==> src/aaf_pkg.sv <==
package aaf_pkg;
  // Register byte offsets on APB
  localparam logic [7:0] AAF_OFF_ACQ_LOW   = 8'h00;
  localparam logic [7:0] AAF_OFF_ACQ_HIGH  = 8'h04;
  localparam logic [7:0] AAF_OFF_PRE_LOW   = 8'h08;
  localparam logic [7:0] AAF_OFF_PRE_HIGH  = 8'h0C;
  localparam logic [7:0] AAF_OFF_CAP       = 8'h10;
  localparam logic [7:0] AAF_OFF_RPT       = 8'h14;
  localparam logic [7:0] AAF_OFF_CNT       = 8'h18;
  localparam logic [7:0] AAF_OFF_FLT_HIGH  = 8'h1C;
  localparam logic [7:0] AAF_OFF_FLT_LOW   = 8'h20;
  localparam logic [7:0] AAF_OFF_RES_HIGH  = 8'h24;
  localparam logic [7:0] AAF_OFF_RES_LOW   = 8'h28;
  localparam logic [7:0] AAF_OFF_CTRL      = 8'h2C;
  localparam logic [7:0] AAF_OFF_STATUS    = 8'h30;
  localparam logic [7:0] AAF_OFF_ACC_LOW   = 8'h34;
  localparam logic [7:0] AAF_OFF_ACC_MID   = 8'h38;
  localparam logic [7:0] AAF_OFF_ACC_UP    = 8'h3C;
  // Control register field positions
  localparam int AAF_CTRL_START_BIT = 0;
  localparam int AAF_CTRL_JUST_BIT  = 1;
  localparam int AAF_CTRL_CLK_BIT   = 2;
  localparam int AAF_CTRL_MODE_LSB  = 4;
  localparam int AAF_CTRL_SHIFT_LSB = 8;
  // Reset values and counts
  localparam logic [7:0]  AAF_RST_BYTE   = 8'h00;
  localparam logic [12:0] AAF_ACQ_ZERO   = 13'h0000;
  localparam logic [13:0] AAF_ACQ_LONG   = 14'h2000;
  localparam logic [3:0]  AAF_RC_DIV     = 4'h8;
  localparam logic [1:0]  AAF_CONV_CYC   = 2'h3;
  localparam logic [4:0]  AAF_FIELD5_MSK = 5'h1F;

  typedef enum logic [2:0] {
    AAF_MODE_BASIC,
    AAF_MODE_ACCUM,
    AAF_MODE_AVERAGE,
    AAF_MODE_BURST,
    AAF_MODE_LPF
  } aaf_mode_t;

  typedef struct packed {
    logic [12:0] acq_count;
    logic [12:0] pre_count;
    logic        clk_is_rc;
  } aaf_timing_t;

  typedef struct packed {
    logic [11:0] result;
    logic        just_right;
  } aaf_result_t;
endpackage : aaf_pkg

==> src/aaf_regs.sv <==
// The implementer's own choices: the register offsets and the APB slave port.
`timescale 1ns/1ns
`default_nettype none
module aaf_regs #(
  parameter int RC_DIV = 8
) (
  // Clock and reset
  input  wire logic        pclk,
  input  wire logic        presetn,
  // APB slave
  input  wire logic        psel,
  input  wire logic        penable,
  input  wire logic        pwrite,
  input  wire logic [7:0]  paddr,
  input  wire logic [31:0] pwdata,
  output logic [31:0]      prdata,
  output logic             pready,
  output logic             pslverr,
  // Converter core
  input  wire logic        conv_trigger,
  input  wire logic        conv_valid,
  input  wire logic [11:0] conv_data,
  output logic             conv_start,
  output logic [4:0]       extra_sample_capacitance,
  output logic             threshold_check
);
  import aaf_pkg::*;

  logic [7:0]  acq_low_reg;
  logic [4:0]  acq_high_reg;
  logic [7:0]  pre_low_reg;
  logic [4:0]  pre_high_reg;
  logic [4:0]  cap_reg;
  logic [7:0]  repeat_threshold_reg;
  logic [7:0]  trigger_repeat_counter_reg;
  logic [11:0] conversion_result_reg;
  logic [17:0] running_sum_reg;
  logic [15:0] lpf_reg;
  logic        result_justify_select_reg;
  logic        conversion_clock_select_reg;
  logic [2:0]  mode_reg;
  logic [3:0]  result_shift_amount_reg;
  logic [3:0]  rc_div_reg;
  logic        start_pulse;
  logic        clk_tick;
  logic        acq_active;
  logic        acq_done;
  logic [1:0]  conv_cnt_reg;
  logic        converting_reg;
  logic [15:0] filter_output;
  logic [7:0]  res_high;
  logic [7:0]  res_low;
  logic        wr_en;
  logic        rd_en;
  logic        addr_ok;
  logic        filt_mode;
  aaf_timing_t timing;
  aaf_result_t res;

  assign wr_en = psel && penable && pwrite;
  assign rd_en = psel && penable && !pwrite;
  assign filt_mode = (mode_reg == 3'(AAF_MODE_LPF)) || (mode_reg == 3'(AAF_MODE_AVERAGE))
                   || (mode_reg == 3'(AAF_MODE_BURST));

  always_comb begin
    unique case (paddr)
      AAF_OFF_ACQ_LOW, AAF_OFF_ACQ_HIGH, AAF_OFF_PRE_LOW, AAF_OFF_PRE_HIGH,
      AAF_OFF_CAP, AAF_OFF_RPT, AAF_OFF_CNT, AAF_OFF_FLT_HIGH, AAF_OFF_FLT_LOW,
      AAF_OFF_RES_HIGH, AAF_OFF_RES_LOW, AAF_OFF_CTRL, AAF_OFF_STATUS,
      AAF_OFF_ACC_LOW, AAF_OFF_ACC_MID, AAF_OFF_ACC_UP: addr_ok = 1'b1;
      default: addr_ok = 1'b0;
    endcase
  end

  // Configuration registers written by software
  always_ff @(posedge pclk or negedge presetn) begin
    if (!presetn) begin
      acq_low_reg                 <= AAF_RST_BYTE;
      acq_high_reg                <= 5'h00;
      pre_low_reg                 <= AAF_RST_BYTE;
      pre_high_reg                <= 5'h00;
      cap_reg                     <= 5'h00;
      repeat_threshold_reg        <= AAF_RST_BYTE;
      result_justify_select_reg   <= 1'b0;
      conversion_clock_select_reg <= 1'b0;
      mode_reg                    <= 3'(AAF_MODE_BASIC);
      result_shift_amount_reg     <= 4'h0;
    end else if (wr_en) begin
      unique case (paddr)
        AAF_OFF_ACQ_LOW:  acq_low_reg  <= pwdata[7:0];
        AAF_OFF_ACQ_HIGH: acq_high_reg <= pwdata[4:0] & AAF_FIELD5_MSK;
        AAF_OFF_PRE_LOW:  pre_low_reg  <= pwdata[7:0];
        AAF_OFF_PRE_HIGH: pre_high_reg <= pwdata[4:0];
        AAF_OFF_CAP:      cap_reg      <= pwdata[4:0];
        AAF_OFF_RPT:      repeat_threshold_reg <= pwdata[7:0];
        AAF_OFF_CTRL: begin
          result_justify_select_reg   <= pwdata[AAF_CTRL_JUST_BIT];
          conversion_clock_select_reg <= pwdata[AAF_CTRL_CLK_BIT];
          mode_reg                    <= pwdata[AAF_CTRL_MODE_LSB +: 3];
          result_shift_amount_reg     <= pwdata[AAF_CTRL_SHIFT_LSB +: 4];
        end
        default: ;
      endcase
    end
  end

  assign start_pulse = wr_en && (paddr == AAF_OFF_CTRL) && pwdata[AAF_CTRL_START_BIT];
  assign timing = '{acq_count: {acq_high_reg, acq_low_reg},
                    pre_count: {pre_high_reg, pre_low_reg},
                    clk_is_rc: conversion_clock_select_reg};

  // RC clock is modelled as a divided tick; system clock ticks every cycle
  always_ff @(posedge pclk or negedge presetn) begin
    if (!presetn) begin
      rc_div_reg <= 4'h0;
    end else if (rc_div_reg == 4'(RC_DIV - 1)) begin
      rc_div_reg <= 4'h0;
    end else begin
      rc_div_reg <= rc_div_reg + 4'h1;
    end
  end
  assign clk_tick = conversion_clock_select_reg ? (rc_div_reg == 4'(RC_DIV - 1)) : 1'b1;

  aaf_acq_timer u_acq (
    .pclk       (pclk),
    .presetn    (presetn),
    .start      (start_pulse),
    .timing     (timing),
    .clk_tick   (clk_tick),
    .acq_active (acq_active),
    .acq_done   (acq_done)
  );

  // Conversion starts when acquisition expires
  always_ff @(posedge pclk or negedge presetn) begin
    if (!presetn) begin
      conv_start     <= 1'b0;
      converting_reg <= 1'b0;
      conv_cnt_reg   <= 2'h0;
    end else begin
      conv_start <= acq_done;
      if (acq_done) begin
        converting_reg <= 1'b1;
        conv_cnt_reg   <= AAF_CONV_CYC;
      end else if (converting_reg) begin
        conv_cnt_reg <= conv_cnt_reg - 2'h1;
        if (conv_cnt_reg == 2'h1) begin
          converting_reg <= 1'b0;
        end
      end
    end
  end

  always_ff @(posedge pclk or negedge presetn) begin
    if (!presetn) begin
      extra_sample_capacitance <= 5'h00;
    end else begin
      extra_sample_capacitance <= cap_reg;
    end
  end

  // Result, running sum, low-pass value and repeat counter
  always_ff @(posedge pclk or negedge presetn) begin
    if (!presetn) begin
      conversion_result_reg      <= 12'h000;
      running_sum_reg            <= 18'h0_0000;
      lpf_reg                    <= 16'h0000;
      trigger_repeat_counter_reg <= AAF_RST_BYTE;
      threshold_check            <= 1'b0;
    end else begin
      threshold_check <= 1'b0;
      if (conv_valid) begin
        conversion_result_reg <= conv_data;
        running_sum_reg <= (mode_reg == 3'(AAF_MODE_BASIC)) ? 18'h0_0000
                         : running_sum_reg + {6'h00, conv_data};
        lpf_reg <= lpf_reg - (lpf_reg >> result_shift_amount_reg) + {4'h0, conv_data};
      end else if (wr_en && paddr == AAF_OFF_ACC_LOW) begin
        running_sum_reg <= 18'h0_0000;
      end
      if (wr_en && paddr == AAF_OFF_CNT) begin
        trigger_repeat_counter_reg <= pwdata[7:0];
      end else if (conv_trigger) begin
        if (filt_mode && trigger_repeat_counter_reg + 8'h01 >= repeat_threshold_reg) begin
          threshold_check            <= 1'b1;
          trigger_repeat_counter_reg <= AAF_RST_BYTE;
        end else begin
          trigger_repeat_counter_reg <= trigger_repeat_counter_reg + 8'h01;
        end
      end
    end
  end

  always_comb begin
    if (mode_reg == 3'(AAF_MODE_LPF)) begin
      filter_output = lpf_reg;
    end else begin
      filter_output = 16'(running_sum_reg >> result_shift_amount_reg);
    end
  end

  assign res = '{result: conversion_result_reg, just_right: result_justify_select_reg};

  aaf_result_fmt u_fmt (
    .res      (res),
    .res_high (res_high),
    .res_low  (res_low)
  );

  // APB read path, answers in the access cycle; unmapped address gives slverr
  always_ff @(posedge pclk or negedge presetn) begin
    if (!presetn) begin
      prdata  <= 32'h0000_0000;
      pready  <= 1'b0;
      pslverr <= 1'b0;
    end else begin
      pready  <= psel && !penable;
      pslverr <= psel && !penable && !addr_ok;
      prdata  <= 32'h0000_0000;
      if (psel && !penable && !pwrite) begin
        unique case (paddr)
          AAF_OFF_ACQ_LOW:  prdata <= {24'h00_0000, acq_low_reg};
          AAF_OFF_ACQ_HIGH: prdata <= {27'h000_0000, acq_high_reg};
          AAF_OFF_PRE_LOW:  prdata <= {24'h00_0000, pre_low_reg};
          AAF_OFF_PRE_HIGH: prdata <= {27'h000_0000, pre_high_reg};
          AAF_OFF_CAP:      prdata <= {27'h000_0000, cap_reg};
          AAF_OFF_RPT:      prdata <= {24'h00_0000, repeat_threshold_reg};
          AAF_OFF_CNT:      prdata <= {24'h00_0000, trigger_repeat_counter_reg};
          AAF_OFF_FLT_HIGH: prdata <= {24'h00_0000, filter_output[15:8]};
          AAF_OFF_FLT_LOW:  prdata <= {24'h00_0000, filter_output[7:0]};
          AAF_OFF_RES_HIGH: prdata <= {24'h00_0000, res_high};
          AAF_OFF_RES_LOW:  prdata <= {24'h00_0000, res_low};
          AAF_OFF_CTRL:     prdata <= {20'h0_0000, result_shift_amount_reg, 1'b0, mode_reg,
                                       1'b0, conversion_clock_select_reg,
                                       result_justify_select_reg, 1'b0};
          AAF_OFF_STATUS:   prdata <= {30'h0000_0000, converting_reg, acq_active};
          AAF_OFF_ACC_LOW:  prdata <= {24'h00_0000, running_sum_reg[7:0]};
          AAF_OFF_ACC_MID:  prdata <= {24'h00_0000, running_sum_reg[15:8]};
          AAF_OFF_ACC_UP:   prdata <= {30'h0000_0000, running_sum_reg[17:16]};
          default:          prdata <= 32'h0000_0000;
        endcase
      end
    end
  end

  // Guard helpers: length of the running acquisition phase and what it should be
  logic        acq_sys_reg;
  logic [13:0] acq_len_reg;
  logic [13:0] acq_want_reg;

  always_ff @(posedge pclk or negedge presetn) begin
    if (!presetn) begin
      acq_sys_reg  <= 1'b0;
      acq_len_reg  <= 14'h0000;
      acq_want_reg <= 14'h0000;
    end else if (start_pulse && !acq_active) begin
      acq_sys_reg <= !pwdata[AAF_CTRL_CLK_BIT];
      acq_len_reg <= 14'h0000;
      if (timing.acq_count != AAF_ACQ_ZERO) begin
        acq_want_reg <= {1'b0, timing.acq_count};
      end else if (timing.pre_count != AAF_ACQ_ZERO) begin
        acq_want_reg <= AAF_ACQ_LONG;
      end else begin
        acq_want_reg <= 14'h0000;
      end
    end else if (acq_active) begin
      acq_len_reg <= acq_len_reg + 14'h0001;
    end
  end
endmodule : aaf_regs
`default_nettype wire

==> src/aaf_acq_timer.sv <==
`timescale 1ns/1ns
`default_nettype none
module aaf_acq_timer (
  // Clock and reset
  input  wire logic              pclk,
  input  wire logic              presetn,
  // Control
  input  wire logic              start,
  input  wire aaf_pkg::aaf_timing_t timing,
  input  wire logic              clk_tick,
  // Status
  output logic                   acq_active,
  output logic                   acq_done
);
  import aaf_pkg::*;

  logic [13:0] count_reg;
  logic [13:0] load_value;

  always_comb begin
    if (timing.acq_count != AAF_ACQ_ZERO) begin
      load_value = {1'b0, timing.acq_count};
    end else if (timing.pre_count != AAF_ACQ_ZERO) begin
      load_value = AAF_ACQ_LONG;
    end else begin
      load_value = 14'h0000;
    end
  end

  // Down-counter loaded at start, decremented per selected clock period
  always_ff @(posedge pclk or negedge presetn) begin
    if (!presetn) begin
      count_reg  <= 14'h0000;
      acq_active <= 1'b0;
      acq_done   <= 1'b0;
    end else begin
      acq_done <= 1'b0;
      if (start && !acq_active) begin
        if (load_value == 14'h0000) begin
          acq_done <= 1'b1;
        end else begin
          count_reg  <= load_value;
          acq_active <= 1'b1;
        end
      end else if (acq_active && clk_tick) begin
        count_reg <= count_reg - 14'h0001;
        if (count_reg == 14'h0001) begin
          acq_active <= 1'b0;
          acq_done   <= 1'b1;
        end
      end
    end
  end
endmodule : aaf_acq_timer
`default_nettype wire

==> src/aaf_result_fmt.sv <==
`timescale 1ns/1ns
`default_nettype none
module aaf_result_fmt (
  // Input
  input  wire aaf_pkg::aaf_result_t res,
  // Formatted bytes
  output logic [7:0]              res_high,
  output logic [7:0]              res_low
);
  import aaf_pkg::*;

  always_comb begin
    if (res.just_right) begin
      res_high = {4'h0, res.result[11:8]};
      res_low  = res.result[7:0];
    end else begin
      res_high = res.result[11:4];
      res_low  = {res.result[3:0], 4'h0};
    end
  end
endmodule : aaf_result_fmt
`default_nettype wire

==> config.mk <==
export PLATFORM = sky130hd
export DESIGN_NAME = aaf_regs
export DESIGN_NICKNAME = d
export VERILOG_FILES = /design/src/aaf_pkg.sv /design/src/aaf_regs.sv /design/src/aaf_acq_timer.sv /design/src/aaf_result_fmt.sv
export SDC_FILE = /design/constraint.sdc
export NUM_CORES = 1
export LEC_CHECK = 0
export CAP_MARGIN = 15
export CORE_MARGIN = 8
export CORE_UTILIZATION = 70
export CTS_BUF_LIST = sky130_fd_sc_hd__clkbuf_4 sky130_fd_sc_hd__clkbuf_8 sky130_fd_sc_hd__clkbuf_16
export DETAILED_ROUTE_END_ITERATION = 12
export DONT_BUFFER_PORTS = 1
export GPL_ROUTABILITY_DRIVEN = 0
export PLACE_DENSITY = 0.83
export REMOVE_ABC_BUFFERS = 1
export SLEW_MARGIN = 25
export SYNTH_ARGS = -nofsm -noshare
export SYNTH_HDL_FRONTEND = slang
export SYNTH_HIERARCHICAL = 1
export SYNTH_SLANG_ARGS = --single-unit
==> constraint.sdc <==
create_clock -name pclk -period 8.1 [get_ports pclk]
set_clock_uncertainty 0.05 [all_clocks]
set_input_delay 0.81 -clock pclk [delete_from_list [all_inputs] [get_ports pclk]]
set_output_delay 0.81 -clock pclk [all_outputs]
set_load 0.01 [all_outputs]
==> results.py, run 1 <==
metrics = {
    "routing": {
        "drc": 0,
        "first_pass_iters": 5,
        "postRouteAntennaNets": 0,
        "wl_per_cell_um": 22.2,
        "drt_wl_total_mm": 29.1,
        "num_vias": 9047,
        "drt_iter0_markers": 1026,
        "viasPerCell": 6.91,
    },
    "logic_synthesis": {
        "synthSimpleGateAreaFrac_pct": 14.2,
        "synthesis.area_mm2": 0.0108,
        "yosysWarningCount": 6,
        "synth-compound-area-share_pct": 18.4,
        "ys_types": 90,
        "yosys_most_used_dff": "dfrtp_1",
        "muxShareOfSynthArea_pct": 16.4,
        "synth_area_leaders": "dfrtp_1 34%, mux2_2 8.6%, ha_1 5.1%",
        "yosysSeqAreaShare_pct": 33.8,
        "synth_top_family_by_area": "compound AO/OA/AOI/OAI gates",
        "syn-instance-count": 1143,
        "synth-adder-area-share_pct": 7.49,
        "syn_avg_cell_area_um2": 9.47,
        "synthXorXnorAreaFrac_pct": 2.43,
        "ys_async_sr_fraction_pct": 100,
        "synth-edff-count": 0,
        "synth_area_leader_cell": "dfrtp_1",
        "yosysTopAreaCellShare_pct": 33.8,
        "yosys_register_bits": 146,
    },
    "clock_network": {
        "root_buffer": "clkbuf_16",
        "cts_hold_buf": 0,
        "clk_path_buf_depth": 2,
        "clock_latency_ns": 0.43,
        "cts_setup_buffers": 0,
        "cts.sinks": 146,
        "cts_tree": "built",
        "cts_buffers": 17,
        "post_cts_resized": 0,
        "path_clk_slew_ns": 0.06,
        "htreeDepth": 4,
    },
    "hold_path": {
        "hold_path.class": "in2async",
    },
    "timing": {
        "setup_tns_ns": 0,
        "fmax_mhz": 182,
        "slew_headroom_pct": 32.7,
        "rsz0062_at_grt": "false",
        "setup_viol": 0,
        "fin_ws_ns": 2.59,
        "holdWs_ns": 0.0324,
        "hold_viol_final": 0,
        "final_max_slew_viol_count": 0,
        "min_period_ns": 5.51,
        "worstMarginPinSlew_ns": 1.01,
        "period_share_pct": 68.0,
    },
    "pwr": {
        "ir_drop_uv": 209,
        "power_switching_mw": 0.999,
        "switching_share_pct": 35.9,
        "powerDensity_mw_per_mm2": 247,
        "p_int_mw": 1.79,
        "power_mw": 2.79,
        "power_frac_clock_pct": 29.1,
        "p_comb_share_pct": 37.9,
        "p_seq_share_pct": 32.9,
        "leakage_nw": 4.92,
    },
    "global_route": {
        "grt_first_pass_wirelength_mm": 47.6,
        "grt.overflow.total": 0,
        "grt_antenna_before_repair": 0,
        "grt_pass1_vias": 8755,
        "top_usage_layer": "met2",
        "grt_util_met1_pct": 41.2,
        "use_met3_pct": 6.86,
        "grt_max_degree": 147,
        "grt_util_all_layers_pct": 30.4,
        "use_met2_pct": 46.3,
    },
    "setup_path": {
        "critical_path.endpoint": "lpf_reg[14]$_DFFE_PN0P_",
        "worstSetupPathType": "reg2reg",
        "crit_path_cell_trace": "clkinv_1, and2_0, a211oi_1, a31oi_1, fa_1, fa_1, nand2b_1, a21oi_1, nor2_1, o21ai_0, a211oi_1, xnor2_1, mux2_2",
        "worst_path_largest_cell_delay_ns": 1.01,
        "reg2reg_from": "result_shift_amount_reg[2]$_DFFE_PN0P_",
        "worstSetupStartpoint": "result_shift_amount_reg[2]$_DFFE_PN0P_",
        "cp_slowest_cell": "clkinv_1",
        "r2r_end": "lpf_reg[14]$_DFFE_PN0P_",
        "start_kind": "flip-flop",
        "rrSetupSlack_ns": 2.59,
        "worstPathRequired_ns": 8.36,
        "crit_arrival_ns": 5.77,
        "cp_max_fo": 28,
        "crit_path_end_kind": "flip-flop",
        "rr_worst_depth": 13,
    },
    "floorplanning": {
        "start_util_pct": 71.4,
        "die_w_um": 140,
        "dieHeight_um": 140,
        "num_rows": 45,
        "io_pins": 100,
        "coreArea_mm2": 0.0151,
        "fp.dieArea_mm2": 0.0197,
    },
    "final_layout": {
        "fill_cells": 1066,
        "nNetsFinal": 1225,
        "largest_reg_flops": 18,
        "drive_gt1_share_pct": 14.7,
        "syn2layout_area_growth_pct": 4.34,
        "num_antenna_cells": 0,
    },
    "placement": {
        "pre_cts_ws_ns": 2.72,
        "dp_hpwl_mm": 20.7,
        "portBuffers": 0,
    },
    "job": {
        "maxCapViolations": 0,
    },
    "run_status": {
        "status": "complete, no violations",
    },
}
## final cells by class
cell class / count / area, um^2 / share of cell area (%)
flip-flops and latches: 146 / 3650 / 32.4
inverters: 78 / 293 / 2.59
repair buffers: 6 / 45.0 / 0.399
clock inverters: 13 / 159 / 1.41
well taps: 188 / 235 / 2.08
clock buffers: 19 / 447 / 3.96
multi-input cells: 860 / 6460 / 57.2
## stage by stage
stage	instance area, um^2	cells	utilization (%)
after floorplan	10400	1084	-
after global placement	10700	1278	70.5
after detailed placement	10700	1278	70.5
after CTS	11300	1310	74.5
after global routing	11300	1310	74.5
final	11300	1310	74.5
## worst max-delay path, delay by kind of cell (launching register included)
| kind | cells | cell delay, ns |
|---|---|---|
| muxes | 1 | 0.26 |
| AOI/OAI and AO/OA | 5 | 1.24 |
| buffers and inverters | 1 | 1.01 |
| DFF | 1 | 0.98 |
| and+or+nand+nor | 3 | 0.67 |
| adders and majority gates | 2 | 1.01 |
| xor gates and xnor gates | 1 | 0.17 |
## synthesized netlist by cell type, types with 18 or more instances
| master | instances |
|---|---|
| nor2_1 | 59 |
| mux2i_1 | 54 |
| nor3_1 | 18 |
| mux2_2 | 83 |
| ha_1 | 44 |
| o21ai_0 | 68 |
| inv_1 | 76 |
| nand3_1 | 27 |
| dfrtp_1 | 146 |
| clkbuf_1 | 27 |
| buf_4 | 26 |
| a21oi_1 | 73 |
| nand2_1 | 93 |
## layout by cell type, fill, tap and decap left out, types with 5 or more instances in the layout
| master | n |
|---|---|
| buf_4 | 6 |
| nor3_2 | 5 |
| nor2_1 | 59 |
| mux2_2 | 83 |
| a21oi_1 | 73 |
| nand2_1 | 93 |
| mux4_2 | 12 |
| o21bai_1 | 7 |
| o211ai_1 | 12 |
| nor3_1 | 18 |
| conb_1 | 20 |
| o21ai_0 | 68 |
| a31oi_1 | 11 |
| clkbuf_16 | 17 |
| dfrtp_1 | 145 |
| a21o_1 | 14 |
| nand3_1 | 27 |
| mux2i_1 | 54 |
| ha_1 | 44 |
| nor4_1 | 9 |
| fa_1 | 13 |
| or3_1 | 6 |
| a211oi_1 | 14 |
| nand4_1 | 6 |
| xnor2_1 | 13 |
| and2_1 | 9 |
| o22ai_1 | 11 |
| a22oi_1 | 17 |
| nand2b_1 | 15 |
| o21a_1 | 9 |
| and3_1 | 15 |
| nor2b_1 | 12 |
| xor2_1 | 17 |
| inv_1 | 76 |
## power by group through the flow
stage / clock [mW] / sequential (mW) / combinational, mW
final: 0.811 / 0.918 / 1.06
after global routing: 0.847 / 0.924 / 1.19
after detailed placement: 0 / 0.925 / 1.04
after global placement: 0 / 0.923 / 1.00
after floorplan: 0 / 0.878 / 0.859
after CTS: 0.818 / 0.913 / 1.05
## logic make-up after synthesis
group,Yosys count
other,1
adder cells (fa/ha/maj),57
flip-flops,146
AO/OA/AOI/OAI,300
XOR/XNOR,30
buffers and inverters,156
AND/OR/NAND/NOR,302
multiplexers,151
## worst min path at each step
| stage | start | end | slack (ns) | depth (start not counted) |
|---|---|---|---|---|
| CTS | presetn | lpf_reg[6]$_DFFE_PN0P_ | 0.01 | 0 |
| detailed placement | cap_reg[0]$_DFFE_PN0P_ | extra_sample_capacitance[0]$_DFF_PN0_ | 0.37 | 0 |
| floorplan | u_acq/acq_done$_DFF_PN0_ | conv_start$_DFF_PN0_ | 0.30 | 0 |
| global route | presetn | running_sum_reg[6]$_DFFE_PN0P_ | 0.01 | 0 |
| global placement | cap_reg[0]$_DFFE_PN0P_ | extra_sample_capacitance[0]$_DFF_PN0_ | 0.35 | 0 |
| finish | presetn | running_sum_reg[6]$_DFFE_PN0P_ | 0.03 | 0 |
## per-layer routing
metal	vias up	wire (um)
met5	-	0
met4	0	1030
met3	96	2690
met2	471	13200
met1	4423	12200
li1	4057	-
Power figures use the tool's default switching activity.
==> inputs of run 2 (changes only) <==
--- a/config.mk
+++ b/config.mk
@@ -7,12 +7,12 @@
 export LEC_CHECK = 0
 export CAP_MARGIN = 15
 export CORE_MARGIN = 8
-export CORE_UTILIZATION = 70
+export CORE_UTILIZATION = 59
 export CTS_BUF_LIST = sky130_fd_sc_hd__clkbuf_4 sky130_fd_sc_hd__clkbuf_8 sky130_fd_sc_hd__clkbuf_16
 export DETAILED_ROUTE_END_ITERATION = 12
 export DONT_BUFFER_PORTS = 1
 export GPL_ROUTABILITY_DRIVEN = 0
-export PLACE_DENSITY = 0.83
+export PLACE_DENSITY = 0.75
 export REMOVE_ABC_BUFFERS = 1
 export SLEW_MARGIN = 25
 export SYNTH_ARGS = -nofsm -noshare
==> constraint.sdc (replaced) <==
create_clock -name pclk -period 4.81 [get_ports pclk]
set_clock_uncertainty 0.05 [all_clocks]
set_input_delay 0.481 -clock pclk [delete_from_list [all_inputs] [get_ports pclk]]
set_output_delay 0.481 -clock pclk [all_outputs]
set_load 0.01 [all_outputs]
==> run 2 against run 1 <==
  * The flow now finishes with violations (hold timing)
  * Clock-buffer cell count unchanged
  * Sequential cell count unchanged
  * Maximum frequency up 25%
  * Setup slack worse by 2.2 ns
  * Critical endpoint unchanged
  * Via count down 1.1%
==> results.py, run 2 (synthesis gave the netlist of run 1 again) <==
metrics = {
    "floorplanning": {
        "coreArea_mm2": 0.0180,
        "num_rows": 49,
        "start_util_pct": 60.2,
        "io_pins": 100,
        "die_w_um": 151,
        "fp.dieArea_mm2": 0.0229,
        "dieHeight_um": 151,
    },
    "timing": {
        "slew_headroom_pct": 35.4,
        "worstMarginPinSlew_ns": 0.967,
        "rsz0062_at_grt": "false",
        "holdWs_ns": -0.111,
        "final_max_slew_viol_count": 0,
        "setup_tns_ns": 0,
        "period_share_pct": 91.5,
        "fmax_mhz": 227,
        "hold_viol_final": 27,
        "setup_viol": 0,
        "min_period_ns": 4.40,
    },
    "setup_path": {
        "worstPathRequired_ns": 5.08,
        "cp_max_fo": 15,
        "crit_path_end_kind": "flip-flop",
        "r2r_end": "lpf_reg[14]$_DFFE_PN0P_",
        "rr_worst_depth": 17,
        "rrSetupSlack_ns": 0.41,
        "worstSetupPathType": "reg2reg",
        "start_kind": "flip-flop",
        "reg2reg_from": "result_shift_amount_reg[0]$_DFFE_PN0P_",
        "crit_arrival_ns": 4.67,
    },
    "routing": {
        "drt_iter0_markers": 933,
        "wl_per_cell_um": 21.7,
        "drt_wl_total_mm": 29.4,
        "drc": 0,
        "first_pass_iters": 6,
        "num_vias": 8944,
        "postRouteAntennaNets": 0,
        "viasPerCell": 6.59,
    },
    "final_layout": {
        "largest_reg_flops": 18,
        "fin_util_pct": 63.7,
        "fill_cells": 1469,
        "final_cell_mix": "145 x dfrtp_1, 93 x nand2_1, 83 x mux2_2",
        "instances_no_fill": 1358,
        "final_common_cell": "dfrtp_1",
        "syn2layout_area_growth_pct": 5.78,
        "nNetsFinal": 1231,
        "drive_gt1_share_pct": 15.2,
    },
    "clock_network": {
        "cts.sinks": 146,
        "cts_setup_buffers": 0,
        "clk_path_buf_depth": 2,
        "htreeDepth": 4,
        "path_clk_slew_ns": 0.07,
        "cts_buffers": 17,
        "cts_tree": "built",
        "clock_latency_ns": 0.43,
        "root_buffer": "clkbuf_16",
    },
    "global_route": {
        "grt_first_pass_wirelength_mm": 46.6,
        "grt_pass1_vias": 8550,
        "grt_util_all_layers_pct": 26.3,
        "grt.overflow.total": 0,
        "grt_antenna_before_repair": 1,
        "grt_max_degree": 147,
    },
    "run_status": {
        "violations": "hold timing",
        "status": "finished with violations",
    },
    "hold_path": {
        "hold_path.class": "in2async",
    },
    "pwr": {
        "ir_drop_uv": 299,
        "leakage_nw": 4.96,
        "power_mw": 4.77,
        "powerDensity_mw_per_mm2": 416,
    },
    "placement": {
        "placed_cells": 1324,
        "dp_hpwl_mm": 21.5,
        "portBuffers": 0,
    },
    "job": {
        "maxCapViolations": 0,
    },
}
[run 2: cell count changes in the layout (fill, tap and decap cells not counted), sizes merged]
cell / delta
buf: +6
diode: +1
inv: +2
clkinv: -2
[run 2: worst max-delay path by stage]
stage | to | cells past startpoint | start | slack (ns)
after floorplan | lpf_reg[13]$_DFFE_PN0P_ | 14 | result_shift_amount_reg[0]$_DFFE_PN0P_ | -0.16
after global placement | lpf_reg[14]$_DFFE_PN0P_ | 17 | result_shift_amount_reg[0]$_DFFE_PN0P_ | 0.54
after detailed placement | lpf_reg[14]$_DFFE_PN0P_ | 17 | result_shift_amount_reg[0]$_DFFE_PN0P_ | 0.46
after CTS | lpf_reg[14]$_DFFE_PN0P_ | 17 | result_shift_amount_reg[0]$_DFFE_PN0P_ | 0.45
after global routing | lpf_reg[14]$_DFFE_PN0P_ | 17 | result_shift_amount_reg[0]$_DFFE_PN0P_ | 0.12
final | lpf_reg[14]$_DFFE_PN0P_ | 17 | result_shift_amount_reg[0]$_DFFE_PN0P_ | 0.41
[run 2: report_power, final]
group	switching, mW	total (mW)	internal (mW)	leakage, nW
combinational	0.980	1.81	0.832	2.76
clock	0.554	1.41	0.851	0.297
sequential	0.197	1.55	1.35	1.91
total	1.73	4.77	3.04	4.96
[run 2: layer usage]
metal,part of all wire (%),routed length (um),GRT usage [%]
met5,0,0,0
met4,2.8,823,9.85
met3,9.3,2730,5.65
met2,45,13400,39.9
met1,42,12500,36.4
[run 2: critical path: stages, from the launching register on]
cell and delay, ns:
dfrtp_2 0.49, buf_4 0.28, mux2i_1 0.38, a21oi_1 0.20, mux2i_1 0.22, a21oi_1 0.13, ha_1 0.32, inv_1 0.05
ha_1 0.19, inv_1 0.07, fa_1 0.38, nand2b_1 0.19, a21oi_1 0.18, nor2_1 0.08, o21ai_0 0.46, a211oi_1 0.18
xnor2_1 0.17, mux2_2 0.26
[run 2: area by class of cell]
class,count,area (um^2),share of cell area [%]
antenna,1,2.50,0.0219
clock buffer,19,453,3.96
clock inverter,13,174,1.52
inverter,78,293,2.56
multi-input combinational,860,6470,56.5
sequential,146,3650,31.9
tap,229,287,2.50
timing repair buffer,12,110,0.962
[run 2: repair_timing]
item | 4_1_cts | 5_1_grt
endpoints found under the hold margin | 146 | 0
endpoints found under the setup margin | 0 | 0
gates resized for setup | 0 | 0
hold buffers | 1 | 0
[run 2: metrics by stage]
step / setup slack (ns) / area [um^2] / hold slack [ns]
after detailed placement: 0.462 / 10800 / 0.144
after global routing: 0.121 / 11400 / 0.0150
after global placement: 0.542 / 10800 / 0.144
after CTS: 0.450 / 11400 / 0.0367
after floorplan: -0.156 / 10400 / 0.135
final: 0.411 / 11400 / -0.111
